## config.mk

```make
export PLATFORM = sky130hd
export DESIGN_NAME = mimc_regs
export DESIGN_NICKNAME = d
export VERILOG_FILES = /design/src/mimc_pkg.sv /design/src/mimc_regs.sv
export SDC_FILE = /design/constraint.sdc
export NUM_CORES = 1
export LEC_CHECK = 0
export BUFFER_PORTS_ARGS = -buffer_cell sky130_fd_sc_hd__buf_2
export CORE_ASPECT_RATIO = 0.75
export CORE_UTILIZATION = 45
export CTS_CLUSTER_SIZE = 40
export DETAILED_ROUTE_END_ITERATION = 7
export GPL_TIMING_DRIVEN = 0
export PLACE_DENSITY = 0.81
export SYNTH_ARGS = -nofsm -noshare
export SYNTH_HDL_FRONTEND = slang
export SYNTH_SLANG_ARGS = --single-unit
export TNS_END_PERCENT = 10
```

## constraint.sdc

```tcl
create_clock -name clk_i -period 3.28 [get_ports clk_i]
set_clock_uncertainty 0.15 [all_clocks]
set_input_delay 0.164 -clock clk_i [delete_from_list [all_inputs] [get_ports clk_i]]
set_output_delay 0.164 -clock clk_i [all_outputs]
set_load 0.01 [all_outputs]
```

## src/mimc_pkg.sv

```systemverilog
// constants for the monitor interrupt-mask and configuration register bank
package mimc_pkg;
  // timing
  localparam int unsigned CLK_HZ = 50_000_000;
  localparam int unsigned INTRUSION_PULSE_MS = 20;
  localparam int unsigned INTRUSION_PULSE_CYCLES = (CLK_HZ / 1000) * INTRUSION_PULSE_MS;

  // register indices; byte address on the bus is four times the index
  localparam logic [7:0] IDX_STATUS_ONE = 8'h41;
  localparam logic [7:0] IDX_STATUS_TWO = 8'h42;
  localparam logic [7:0] IDX_MASK_TWO = 8'h44;
  localparam logic [7:0] IDX_INTRUSION_CLEAR = 8'h46;
  localparam logic [7:0] IDX_VID_FAN = 8'h47;
  localparam logic [7:0] IDX_VID_IDENT = 8'h49;
  localparam logic [7:0] IDX_CONFIG_TWO = 8'h4a;
  localparam logic [7:0] IDX_STATUS_ONE_MIRROR = 8'h4c;
  localparam logic [7:0] IDX_STATUS_TWO_MIRROR = 8'h4d;

  // field positions
  localparam int unsigned INTRUSION_CLEAR_BIT = 7;
  localparam int unsigned FAN_ONE_LSB = 4;
  localparam int unsigned FAN_TWO_LSB = 6;
  localparam int unsigned CFG_OVERTEMP_LINE_MASK_BIT = 0;
  localparam int unsigned CFG_AMB_LOCK_BIT = 1;
  localparam int unsigned CFG_REM_LOCK_BIT = 2;
  localparam int unsigned CFG_ACPI_BIT = 3;
  localparam int unsigned CFG_AUX_A_BIT = 6;
  localparam int unsigned CFG_AUX_B_BIT = 7;

  // masks
  localparam logic [7:0] CFG_STORED_MASK = 8'hc9;
  localparam logic [7:0] CFG_LOCK_MASK = 8'h06;
  localparam logic [7:0] STATUS_TWO_VALID = 8'hf3;
  localparam logic [7:0] OVERTEMP_LINE_SRC_ONE = 8'h30;
  localparam logic [7:0] OVERTEMP_LINE_SRC_TWO = 8'h20;

  // values after reset
  localparam logic [7:0] MASK_TWO_RESET = 8'h00;
  localparam logic [7:0] CONFIG_TWO_RESET = 8'h00;
  localparam logic [7:0] STATUS_RESET = 8'h00;
  localparam logic [3:0] FAN_DIV_RESET = 4'h0;

  // arbitrary identification pattern for bits 7:1 of the ident register
  localparam logic [6:0] DEVICE_IDENT = 7'h2a;

  localparam int unsigned FAN_COUNT = 2;
endpackage : mimc_pkg

```

## src/mimc_regs.sv

```systemverilog
// monitor interrupt mask, intrusion clear, voltage id, fan prescale and configuration registers
//
// Chosen here: the Wishbone interface to the registers.
`timescale 1ns/1ns
// Functional notes
// - mask-two bits 0,1,4-7 set to one keep their status bit off the interrupt
// - mask-two bits 2 and 3 are plain read/write bits, zero at power-up
// - writing one to intrusion-clear bit 7 drives the intrusion pin low 20 ms
// - intrusion-clear bit drops by itself once the pulse is over
// - intrusion-clear bits 0 to 6 always read zero
// - voltage-id register bits 3:0 show the four core voltage code pins
// - bits 5:4 pick fan one prescale: divide by 1, 2, 4 or 8
// - bits 7:6 pick fan two prescale: divide by 1, 2, 4 or 8
// - ident register bit 0 shows the fifth code pin, bits 7:1 a fixed pattern
// - config bit 0 masks thermal sources from the interrupt only, not overtemp line
// - config bit 1 locks the ambient fan-control register against writes
// - config bit 2 locks the remote fan-control register against writes
// - a lock holds until power-on, hard or soft reset; writing zero keeps it
// - config bit 3 picks overtemp line default mode or ACPI mode
// - config bit 6 enables aux input a as interrupt when channel mode allows
// - config bit 7 enables aux input b as interrupt when channel mode allows
// - config bits 4 and 5 are reserved and read only
// - status one mirror is read only and reports each channel's limit errors
// - status two mirror reports supply, intrusion, overtemp and diode faults
// - mask two, intrusion clear, config two and both mirrors reset to zero
// - reading a primary status register clears all its bits one cycle after sampling; live events re-set
module mimc_regs
  import mimc_pkg::*;
#(
  parameter int unsigned INTRUSION_PULSE = mimc_pkg::INTRUSION_PULSE_CYCLES
) (
  input wire logic clk_i,
  input wire logic rst_i,
  input wire logic soft_reset_i,
  input wire logic wb_cyc_i,
  input wire logic wb_stb_i,
  input wire logic wb_we_i,
  input wire logic [9:0] wb_adr_i,
  input wire logic [3:0] wb_sel_i,
  input wire logic [31:0] wb_dat_i,
  output logic [31:0] wb_dat_o,
  output logic wb_ack_o,
  input wire logic [7:0] status_one_set_i,
  input wire logic [7:0] status_two_set_i,
  input wire logic [7:0] irq_mask_one_i,
  input wire logic [3:0] core_voltage_code_i,
  input wire logic core_voltage_code_msb_i,
  input wire logic channel_mode_irq_i,
  input wire logic analog_in_one_i,
  input wire logic analog_in_two_i,
  input wire logic overtemp_req_i,
  input wire logic [1:0] fan_pulse_i,
  output logic [1:0] fan_tick_o,
  output logic [1:0] fan_one_prescale_o,
  output logic [1:0] fan_two_prescale_o,
  output logic int_n_o,
  output logic overtemp_line_n_o,
  output logic overtemp_acpi_mode_o,
  output logic ambient_fan_lock_o,
  output logic remote_fan_lock_o,
  output logic intrusion_o,
  output logic intrusion_oe_o
);
  ////////////////////////////////////////////////////////////////////////////
  logic ack;
  logic [31:0] rdata;
  logic [7:0] irq_mask_two;
  logic [7:0] config_two;
  logic [3:0] fan_div;
  logic [7:0] status_one;
  logic [7:0] status_two;
  logic [31:0] pulse_cnt;
  logic int_n;
  logic overtemp_n;
  logic next_ack;
  logic [31:0] next_rdata;
  logic [7:0] next_irq_mask_two;
  logic [7:0] next_config_two;
  logic [3:0] next_fan_div;
  logic [7:0] next_status_one;
  logic [7:0] next_status_two;
  logic [31:0] next_pulse_cnt;
  logic next_int_n;
  logic next_overtemp_n;
  logic [7:0] idx;
  logic take;
  logic wr_fire;
  logic rd_fire;
  logic [7:0] rd_byte;
  logic pulse_active;
  logic pulse_start;
  logic [7:0] pend_one;
  logic [7:0] pend_two;
  logic aux_irq;

  assign idx = wb_adr_i[9:2];
  assign take = wb_cyc_i & wb_stb_i & ~ack;
  assign wr_fire = wb_cyc_i & wb_stb_i & ack & wb_we_i & wb_sel_i[0];
  assign rd_fire = wb_cyc_i & wb_stb_i & ack & ~wb_we_i;
  assign pulse_active = (pulse_cnt != 32'h0);
  assign pulse_start = wr_fire & (idx == IDX_INTRUSION_CLEAR) & wb_dat_i[INTRUSION_CLEAR_BIT] & ~pulse_active;

  ////////////////////////////////////////////////////////////////////////////
  // read multiplexer
  always_comb begin
    case (idx)
      IDX_STATUS_ONE, IDX_STATUS_ONE_MIRROR: rd_byte = status_one;
      IDX_STATUS_TWO, IDX_STATUS_TWO_MIRROR: rd_byte = status_two;
      IDX_MASK_TWO: rd_byte = irq_mask_two;
      IDX_INTRUSION_CLEAR: rd_byte = {pulse_active, 7'h00};
      IDX_VID_FAN: rd_byte = {fan_div, core_voltage_code_i};
      IDX_VID_IDENT: rd_byte = {DEVICE_IDENT, core_voltage_code_msb_i};
      IDX_CONFIG_TWO: rd_byte = config_two;
      default: rd_byte = 8'h00;
    endcase
  end

  ////////////////////////////////////////////////////////////////////////////
  // interrupt sources after masking
  always_comb begin
    pend_one = status_one & ~irq_mask_one_i;
    pend_two = status_two & ~irq_mask_two & STATUS_TWO_VALID;
    if (config_two[CFG_OVERTEMP_LINE_MASK_BIT]) begin
      pend_one = pend_one & ~OVERTEMP_LINE_SRC_ONE;
      pend_two = pend_two & ~OVERTEMP_LINE_SRC_TWO;
    end
    aux_irq = channel_mode_irq_i & ((config_two[CFG_AUX_A_BIT] & analog_in_one_i) |
      (config_two[CFG_AUX_B_BIT] & analog_in_two_i));
  end

  ////////////////////////////////////////////////////////////////////////////
  // next state of the register bank
  always_comb begin
    next_ack = take;
    next_rdata = take ? {24'h000000, rd_byte} : rdata;
    next_irq_mask_two = irq_mask_two;
    next_config_two = config_two;
    next_fan_div = fan_div;
    next_status_one = status_one;
    next_status_two = status_two;
    next_pulse_cnt = pulse_active ? pulse_cnt - 32'h1 : 32'h0;
    if (pulse_start) begin
      next_pulse_cnt = INTRUSION_PULSE;
    end
    if (rd_fire && idx == IDX_STATUS_ONE) begin
      next_status_one = 8'h00;
    end
    if (rd_fire && idx == IDX_STATUS_TWO) begin
      next_status_two = 8'h00;
    end
    // a new event wins over a clear in the same cycle
    next_status_one = next_status_one | status_one_set_i;
    next_status_two = next_status_two | (status_two_set_i & STATUS_TWO_VALID);
    if (wr_fire) begin
      case (idx)
        IDX_MASK_TWO: next_irq_mask_two = wb_dat_i[7:0];
        IDX_VID_FAN: next_fan_div = wb_dat_i[7:4];
        IDX_CONFIG_TWO: begin
          // lock bits only ever set by software
          next_config_two = (wb_dat_i[7:0] & CFG_STORED_MASK) |
            ((wb_dat_i[7:0] | config_two) & CFG_LOCK_MASK);
        end
        default: next_config_two = config_two;
      endcase
    end
    if (soft_reset_i) begin
      next_config_two = CONFIG_TWO_RESET;
      next_irq_mask_two = MASK_TWO_RESET;
      next_fan_div = FAN_DIV_RESET;
      next_status_one = STATUS_RESET;
      next_status_two = STATUS_RESET;
    end
    next_int_n = ~((|pend_one) | (|pend_two) | aux_irq);
    next_overtemp_n = ~overtemp_req_i;
  end

  always_ff @(posedge clk_i) begin
    if (rst_i) begin
      ack <= 1'b0;
      rdata <= 32'h00000000;
      irq_mask_two <= MASK_TWO_RESET;
      config_two <= CONFIG_TWO_RESET;
      fan_div <= FAN_DIV_RESET;
      status_one <= STATUS_RESET;
      status_two <= STATUS_RESET;
      pulse_cnt <= 32'h00000000;
      int_n <= 1'b1;
      overtemp_n <= 1'b1;
    end else begin
      ack <= next_ack;
      rdata <= next_rdata;
      irq_mask_two <= next_irq_mask_two;
      config_two <= next_config_two;
      fan_div <= next_fan_div;
      status_one <= next_status_one;
      status_two <= next_status_two;
      pulse_cnt <= next_pulse_cnt;
      int_n <= next_int_n;
      overtemp_n <= next_overtemp_n;
    end
  end

  ////////////////////////////////////////////////////////////////////////////
  // fan pulse prescalers
  for (genvar f = 0; f < FAN_COUNT; f++) begin : g_fan
    logic [2:0] cnt;
    logic tick;
    logic [2:0] next_cnt;
    logic next_tick;
    logic [1:0] sel;
    logic [2:0] limit;
    always_comb begin
      sel = fan_div[2*f +: 2];
      limit = {sel == 2'h3, sel[1], |sel};
      next_cnt = cnt;
      next_tick = 1'b0;
      if (fan_pulse_i[f]) begin
        if (cnt >= limit) begin
          next_cnt = 3'h0;
          next_tick = 1'b1;
        end else begin
          next_cnt = cnt + 3'h1;
        end
      end
    end
    always_ff @(posedge clk_i) begin
      if (rst_i) begin
        cnt <= 3'h0;
        tick <= 1'b0;
      end else begin
        cnt <= next_cnt;
        tick <= next_tick;
      end
    end
    assign fan_tick_o[f] = tick;
  end

  ////////////////////////////////////////////////////////////////////////////
  assign wb_ack_o = ack;
  assign wb_dat_o = rdata;
  assign int_n_o = int_n;
  assign overtemp_line_n_o = overtemp_n;
  assign overtemp_acpi_mode_o = config_two[CFG_ACPI_BIT];
  assign ambient_fan_lock_o = config_two[CFG_AMB_LOCK_BIT];
  assign remote_fan_lock_o = config_two[CFG_REM_LOCK_BIT];
  assign fan_one_prescale_o = fan_div[FAN_ONE_LSB-4 +: 2];
  assign fan_two_prescale_o = fan_div[FAN_TWO_LSB-4 +: 2];
  assign intrusion_o = 1'b0;
  assign intrusion_oe_o = pulse_active;

  ////////////////////////////////////////////////////////////////////////////
  // checks
  logic [31:0] oe_len;
  always_ff @(posedge clk_i) begin
    if (rst_i) begin
      oe_len <= 32'h0;
    end else begin
      oe_len <= intrusion_oe_o ? oe_len + 32'h1 : 32'h0;
    end
  end

  a_mask_two_write: assert property (@(posedge clk_i) disable iff (rst_i)
    (wr_fire && idx == IDX_MASK_TWO && !soft_reset_i) |=> irq_mask_two == $past(wb_dat_i[7:0]))
    else $error("mask two write not stored");
  a_mask_blocks_irq: assert property (@(posedge clk_i) disable iff (rst_i)
    ((status_one & ~irq_mask_one_i) == 8'h00 && (status_two & ~irq_mask_two & STATUS_TWO_VALID) == 8'h00 &&
      !aux_irq) |=> int_n_o)
    else $error("masked status raised interrupt");
  a_reset_zero: assert property (@(posedge clk_i)
    rst_i |=> (irq_mask_two == 8'h00 && config_two == 8'h00 && status_two == 8'h00 && !intrusion_oe_o))
    else $error("register not zero after reset");
  a_pulse_start: assert property (@(posedge clk_i) disable iff (rst_i)
    pulse_start |=> intrusion_oe_o && !intrusion_o && wb_dat_o[7] == 1'b0)
    else $error("intrusion pulse did not start");
  a_pulse_length: assert property (@(posedge clk_i) disable iff (rst_i)
    $fell(intrusion_oe_o) |-> $past(oe_len) == INTRUSION_PULSE - 1)
    else $error("intrusion pulse length wrong");
  a_clear_bits_low: assert property (@(posedge clk_i) disable iff (rst_i)
    (take && idx == IDX_INTRUSION_CLEAR) |=> wb_dat_o[6:0] == 7'h00 && wb_ack_o)
    else $error("intrusion clear low bits not zero");
  a_vid_reflect: assert property (@(posedge clk_i) disable iff (rst_i)
    (take && idx == IDX_VID_FAN) |=> wb_dat_o[3:0] == $past(core_voltage_code_i))
    else $error("voltage code not reflected");
  a_ident_pattern: assert property (@(posedge clk_i) disable iff (rst_i)
    (take && idx == IDX_VID_IDENT) |=> wb_dat_o[7:0] == {DEVICE_IDENT, $past(core_voltage_code_msb_i)})
    else $error("ident register wrong");
  a_lock_sticky: assert property (@(posedge clk_i) disable iff (rst_i)
    (ambient_fan_lock_o && !soft_reset_i) |=> ambient_fan_lock_o)
    else $error("ambient lock released without reset");
  a_status_clear_read: assert property (@(posedge clk_i) disable iff (rst_i)
    (rd_fire && idx == IDX_STATUS_ONE && !soft_reset_i) |=> status_one == $past(status_one_set_i))
    else $error("status one not cleared by read");
  a_mirror_keeps: assert property (@(posedge clk_i) disable iff (rst_i)
    (rd_fire && idx == IDX_STATUS_ONE_MIRROR && !soft_reset_i) |=>
      status_one == ($past(status_one) | $past(status_one_set_i)))
    else $error("mirror read changed status");
  a_overtemp_free: assert property (@(posedge clk_i) disable iff (rst_i)
    ##1 overtemp_line_n_o == !$past(overtemp_req_i))
    else $error("overtemp line gated");

  ////////////////////////////////////////////////////////////////////////////
  // mask two and bus handshake

  a_mask_two_hold: assert property (@(posedge clk_i) disable iff (rst_i)
    (!(wr_fire && idx == IDX_MASK_TWO) && !soft_reset_i) |=> $stable(irq_mask_two))
    else $error("mask two changed without a write");

  a_ack_single: assert property (@(posedge clk_i) disable iff (rst_i)
    wb_ack_o |=> !wb_ack_o)
    else $error("ack held longer than one cycle");

  ////////////////////////////////////////////////////////////////////////////
  // intrusion clear pulse

  a_intr_bit_read: assert property (@(posedge clk_i) disable iff (rst_i)
    (take && idx == IDX_INTRUSION_CLEAR) |=> wb_dat_o[7] == $past(pulse_active))
    else $error("intrusion clear bit does not follow the pulse");

  a_pulse_no_restart: assert property (@(posedge clk_i) disable iff (rst_i)
    (pulse_active && wr_fire && idx == IDX_INTRUSION_CLEAR) |=> pulse_cnt == $past(pulse_cnt) - 32'h1)
    else $error("running intrusion pulse restarted");

  ////////////////////////////////////////////////////////////////////////////
  // fan prescalers

  a_fan_div_write: assert property (@(posedge clk_i) disable iff (rst_i)
    (wr_fire && idx == IDX_VID_FAN && !soft_reset_i) |=> fan_div == $past(wb_dat_i[7:4]))
    else $error("fan prescale write not stored");

  a_fan_one_direct: assert property (@(posedge clk_i) disable iff (rst_i)
    (fan_div[1:0] == 2'h0 && fan_pulse_i[0]) |=> fan_tick_o[0])
    else $error("fan one divide by one missed a pulse");

  a_fan_two_direct: assert property (@(posedge clk_i) disable iff (rst_i)
    (fan_div[3:2] == 2'h0 && fan_pulse_i[1]) |=> fan_tick_o[1])
    else $error("fan two divide by one missed a pulse");

  a_fan_tick_cause: assert property (@(posedge clk_i) disable iff (rst_i)
    fan_tick_o[0] |-> $past(fan_pulse_i[0]))
    else $error("fan one tick without a pulse");

  ////////////////////////////////////////////////////////////////////////////
  // configuration two

  a_cfg_reserved: assert property (@(posedge clk_i) disable iff (rst_i)
    config_two[5:4] == 2'h0)
    else $error("reserved config bits set");

  a_lock_set: assert property (@(posedge clk_i) disable iff (rst_i)
    (wr_fire && idx == IDX_CONFIG_TWO && wb_dat_i[1] && !soft_reset_i) |=> ambient_fan_lock_o)
    else $error("ambient lock not set by write");

  a_remote_sticky: assert property (@(posedge clk_i) disable iff (rst_i)
    (remote_fan_lock_o && !soft_reset_i) |=> remote_fan_lock_o)
    else $error("remote lock released without reset");

  a_acpi_follow: assert property (@(posedge clk_i) disable iff (rst_i)
    (wr_fire && idx == IDX_CONFIG_TWO && !soft_reset_i) |=> overtemp_acpi_mode_o == $past(wb_dat_i[3]))
    else $error("overtemp mode bit not stored");

  a_aux_irq: assert property (@(posedge clk_i) disable iff (rst_i)
    aux_irq |=> !int_n_o)
    else $error("aux input did not raise interrupt");

  a_soft_reset: assert property (@(posedge clk_i) disable iff (rst_i)
    soft_reset_i |=> (config_two == 8'h00 && irq_mask_two == 8'h00))
    else $error("soft reset left config or mask set");

  ////////////////////////////////////////////////////////////////////////////
  // status two

  a_status_two_rsvd: assert property (@(posedge clk_i) disable iff (rst_i)
    status_two[3:2] == 2'h0)
    else $error("reserved status two bits set");

  a_mirror_two_keeps: assert property (@(posedge clk_i) disable iff (rst_i)
    (rd_fire && idx == IDX_STATUS_TWO_MIRROR && !soft_reset_i) |=>
      status_two == ($past(status_two) | ($past(status_two_set_i) & STATUS_TWO_VALID)))
    else $error("mirror two read changed status");
endmodule : mimc_regs

```

==> results_dict.tcl <==
set metrics [dict create \
    finish.utilization_pct 61.08 \
    drt_drc_violations_left 8 \
    worst-endpoint-arrival_ps 2420 \
    worst-path-buf-inv 1 \
    finalSetupViolations 0 \
    hold-worst-slack_ps 73.38 \
    synth-seq-area-share_pct 40.62 \
    path_class "reg -> out" \
    critical_path.cell_chain "or3_4 -> or4_4 -> or4_4 -> buf_2" \
    first_drt_iteration_drcs 353 \
    timing.final.crit_share_pct 83.25 \
    die_area_um2 9478 \
    cts_root_buf "clkbuf_16" \
    yosysUniqueCellTypes 54 \
    number_of_antenna_violations_at_the_first_check_in_global_routing 0 \
    wire_length_of_the_first_global_routing_pass_mm 17.60 \
    timing.critical_path.from_type "flip-flop" \
    timing.final.ws_setup_ps 549.4 \
    detail_route.wirelength_mm 10.79 \
    antenna_cells 0 \
    avgViaCountPerCell 5.379 \
    failed_checks "design-rule violations" \
    avgSynthCellArea_um2 8.486 \
    rsz_0062_raised_after_global_routing "no" \
    report.power.total_mw 3.922 \
    cts_max_path_buffers 2 \
    first_global_vias 3711 \
    globalRouteOverflowTotal 0 \
    drt-pass1-iter-count 8 \
    cts.clk_slew.worst_paths_ps 60 \
    dp_hpwl_mm 7.755 \
    worst-slew-pin-transition_ps 1244 \
    finalNetCount 714 \
    wl_per_cell_um 14.76 \
    clock_sinks 83 \
    critPathRequiredTime_ps 2970 \
    synth-main-ff-cell "dfxtp_1" \
    outcome "complete, but fails checks" \
    die_h_um 84.57 \
    critical_path.endpoint_type "output pin" \
    clock_insertion_delay_worst_skew_ps 330 \
    synth-edff-count 0 \
    rows 29 \
    post_cts.resized_instances 0 \
    slew_headroom_pct 16.59 \
    most-common-layout-cells "83 x dfxtp_1, 76 x buf_2, 67 x nor2_1" \
    route.antenna.remaining_nets 0 \
    largest_net_degree_at_the_start_of_global_routing 14 \
    synth-warning-count 0 \
    place_ws_ps 658.7 \
    synthesis.area_um2 4090 \
    layout_commonest_cell "dfxtp_1" \
    globalplace.congestion 0.9338 \
    area_delta_synth_final_pct 28.97 \
    timing.critical_path.max_delay_family "simple AND/OR/NAND/NOR gates" \
    max-cap-violations 0 \
    io_buffer_count 76 \
    worstPathMaxFanout 5 \
    total_leakage_power_nw 2.238 \
    syn-instance-count 482 \
    core_region_area_um2 8636 \
    die_w_um 112.1 \
    tritoncts_clock_tree "done" \
    cts-htree-levels 3 \
    min_path_type "in -> reg" \
    drv_slew 0 \
    cts_buffers 9 \
    top_level_i_o_count 133 \
    drive_gt1_share_pct 23.11 \
    ys_async_sr_fraction_pct 0 \
    power.density_cell_area_nw_per_um2 743.5 \
    hold_viol 0 \
    cell_with_the_largest_stage_delay_on_the_worst_path "or4_4" \
    power.ir.vdd_worst_mv 0.4226 \
    max_incr_delay_on_cp_ps 590 \
    synth.ff_latch_count 83 \
    finalSetupTns_ps 0 \
    clock.fmax_mhz 366.2 \
    cts.repair_timing.setup_buffer_count 0 \
    initial_core_util_pct 47.36 \
    num_vias 3932 \
    min_cycle_time_layout_ps 2731 \
    gr-usage-all-layers_pct 23.52 \
    most_frequent_cell_on_the_critical_path "or4_4" \
    cts-hold-fix-buffers 25 \
]
==> cells by family (layout without fill, tap and decap cells) <==
family	after synthesis	after routing	share of synthesized area (%)
AO/OA/AOI/OAI	82	82	13.77
XOR/XNOR	34	34	7.281
adder cells (fa/ha/maj)	9	9	2.753
buffers and inverters	69	186	9.177
flip-flops	83	83	40.62
multiplexers	7	7	1.744
other	1	25	0.09168
AND/OR/NAND/NOR	197	197	24.56
==> final timing paths <==
| check | slack, ps | end | cells past startpoint | startpoint |
|---|---|---|---|---|
| max | 550 | intrusion_oe_o | 4 | pulse_cnt[15]$_SDFF_PP0_ |
| max reg2reg | 690 | wb_dat_o[7]$_SDFFE_PP0P_ | 5 | pulse_cnt[15]$_SDFF_PP0_ |
| min reg2reg | 320 | pulse_cnt[0]$_SDFF_PP0_ | 1 | pulse_cnt[0]$_SDFF_PP0_ |
| min | 70 | wb_ack_o$_SDFF_PP0_ | 4 | wb_stb_i |
==> synthesized netlist by cell type (7+ instances only) <==
library cell / n / share of area, %
dfxtp_1: 83 / 41
nor2_1: 67 / 6.1
nand2_1: 37 / 3.4
a21oi_1: 29 / 3.5
buf_4: 29 / 5.3
xnor2_1: 27 / 5.8
inv_1: 20 / 1.8
clkbuf_1: 18 / 1.7
nand3_1: 16 / 2.0
nor3_1: 14 / 1.7
nor4_1: 11 / 1.7
ha_1: 9 / 2.8
o21ai_2: 7 / 1.5
or3_1: 7 / 1.1
xor2_1: 7 / 1.5
==> layout make-up <==
class	instances	area [µm²]
Multi-Input combinational cell	354	2143
Sequential cell	83	1662
Fill cell	716	3361
Clock inverter	4	72.57
Timing Repair Buffer	101	630.6
Tap cell	108	135.1
Buffer	49	300.3
Inverter	20	75.07
Clock buffer	12	256.5
==> metal layers <==
metal  vias up  track usage, %  routed length [µm]
met4         0           8.727                 314
li1       1902               -                   -
met1      1767           30.84                4589
met3        34           7.076                1218
met5         -               0                   0
met2       229           36.65                4666
==> sequential cells by signal, indices dropped and copies added (netlist names) <==
signal	count
pulse_cnt	32
int_n_o	1
irq_mask_two	8
g_fan.tick	2
fan_div	4
config_two	6
wb_ack_o	1
overtemp_line_n_o	1
wb_dat_o	8
status_two	6
g_fan.cnt	6
status_one	8
==> worst reg2reg max path, cell delays in order (launching register included) <==
cell and delay (ps):
dfxtp_1 330, or3_4 420, or4_4 570, or4_4 590, a211oi_1 300, o21ai_0 110
==> power breakdown <==
| group | internal (mW) | switching [mW] | total, mW |
|---|---|---|---|
| Clock | 0.707 | 0.387 | 1.09 |
| Combinational | 0.664 | 0.782 | 1.45 |
| Sequential | 1.20 | 0.179 | 1.38 |
==> through the flow <==
stage	cells	cell area (µm²)
floorplan	506	4180
global placement	690	4696
detailed placement	690	4696
CTS	731	5275
global route	731	5275
finish	731	5275
No activity file was read; power rests on OpenSTA's default activity.
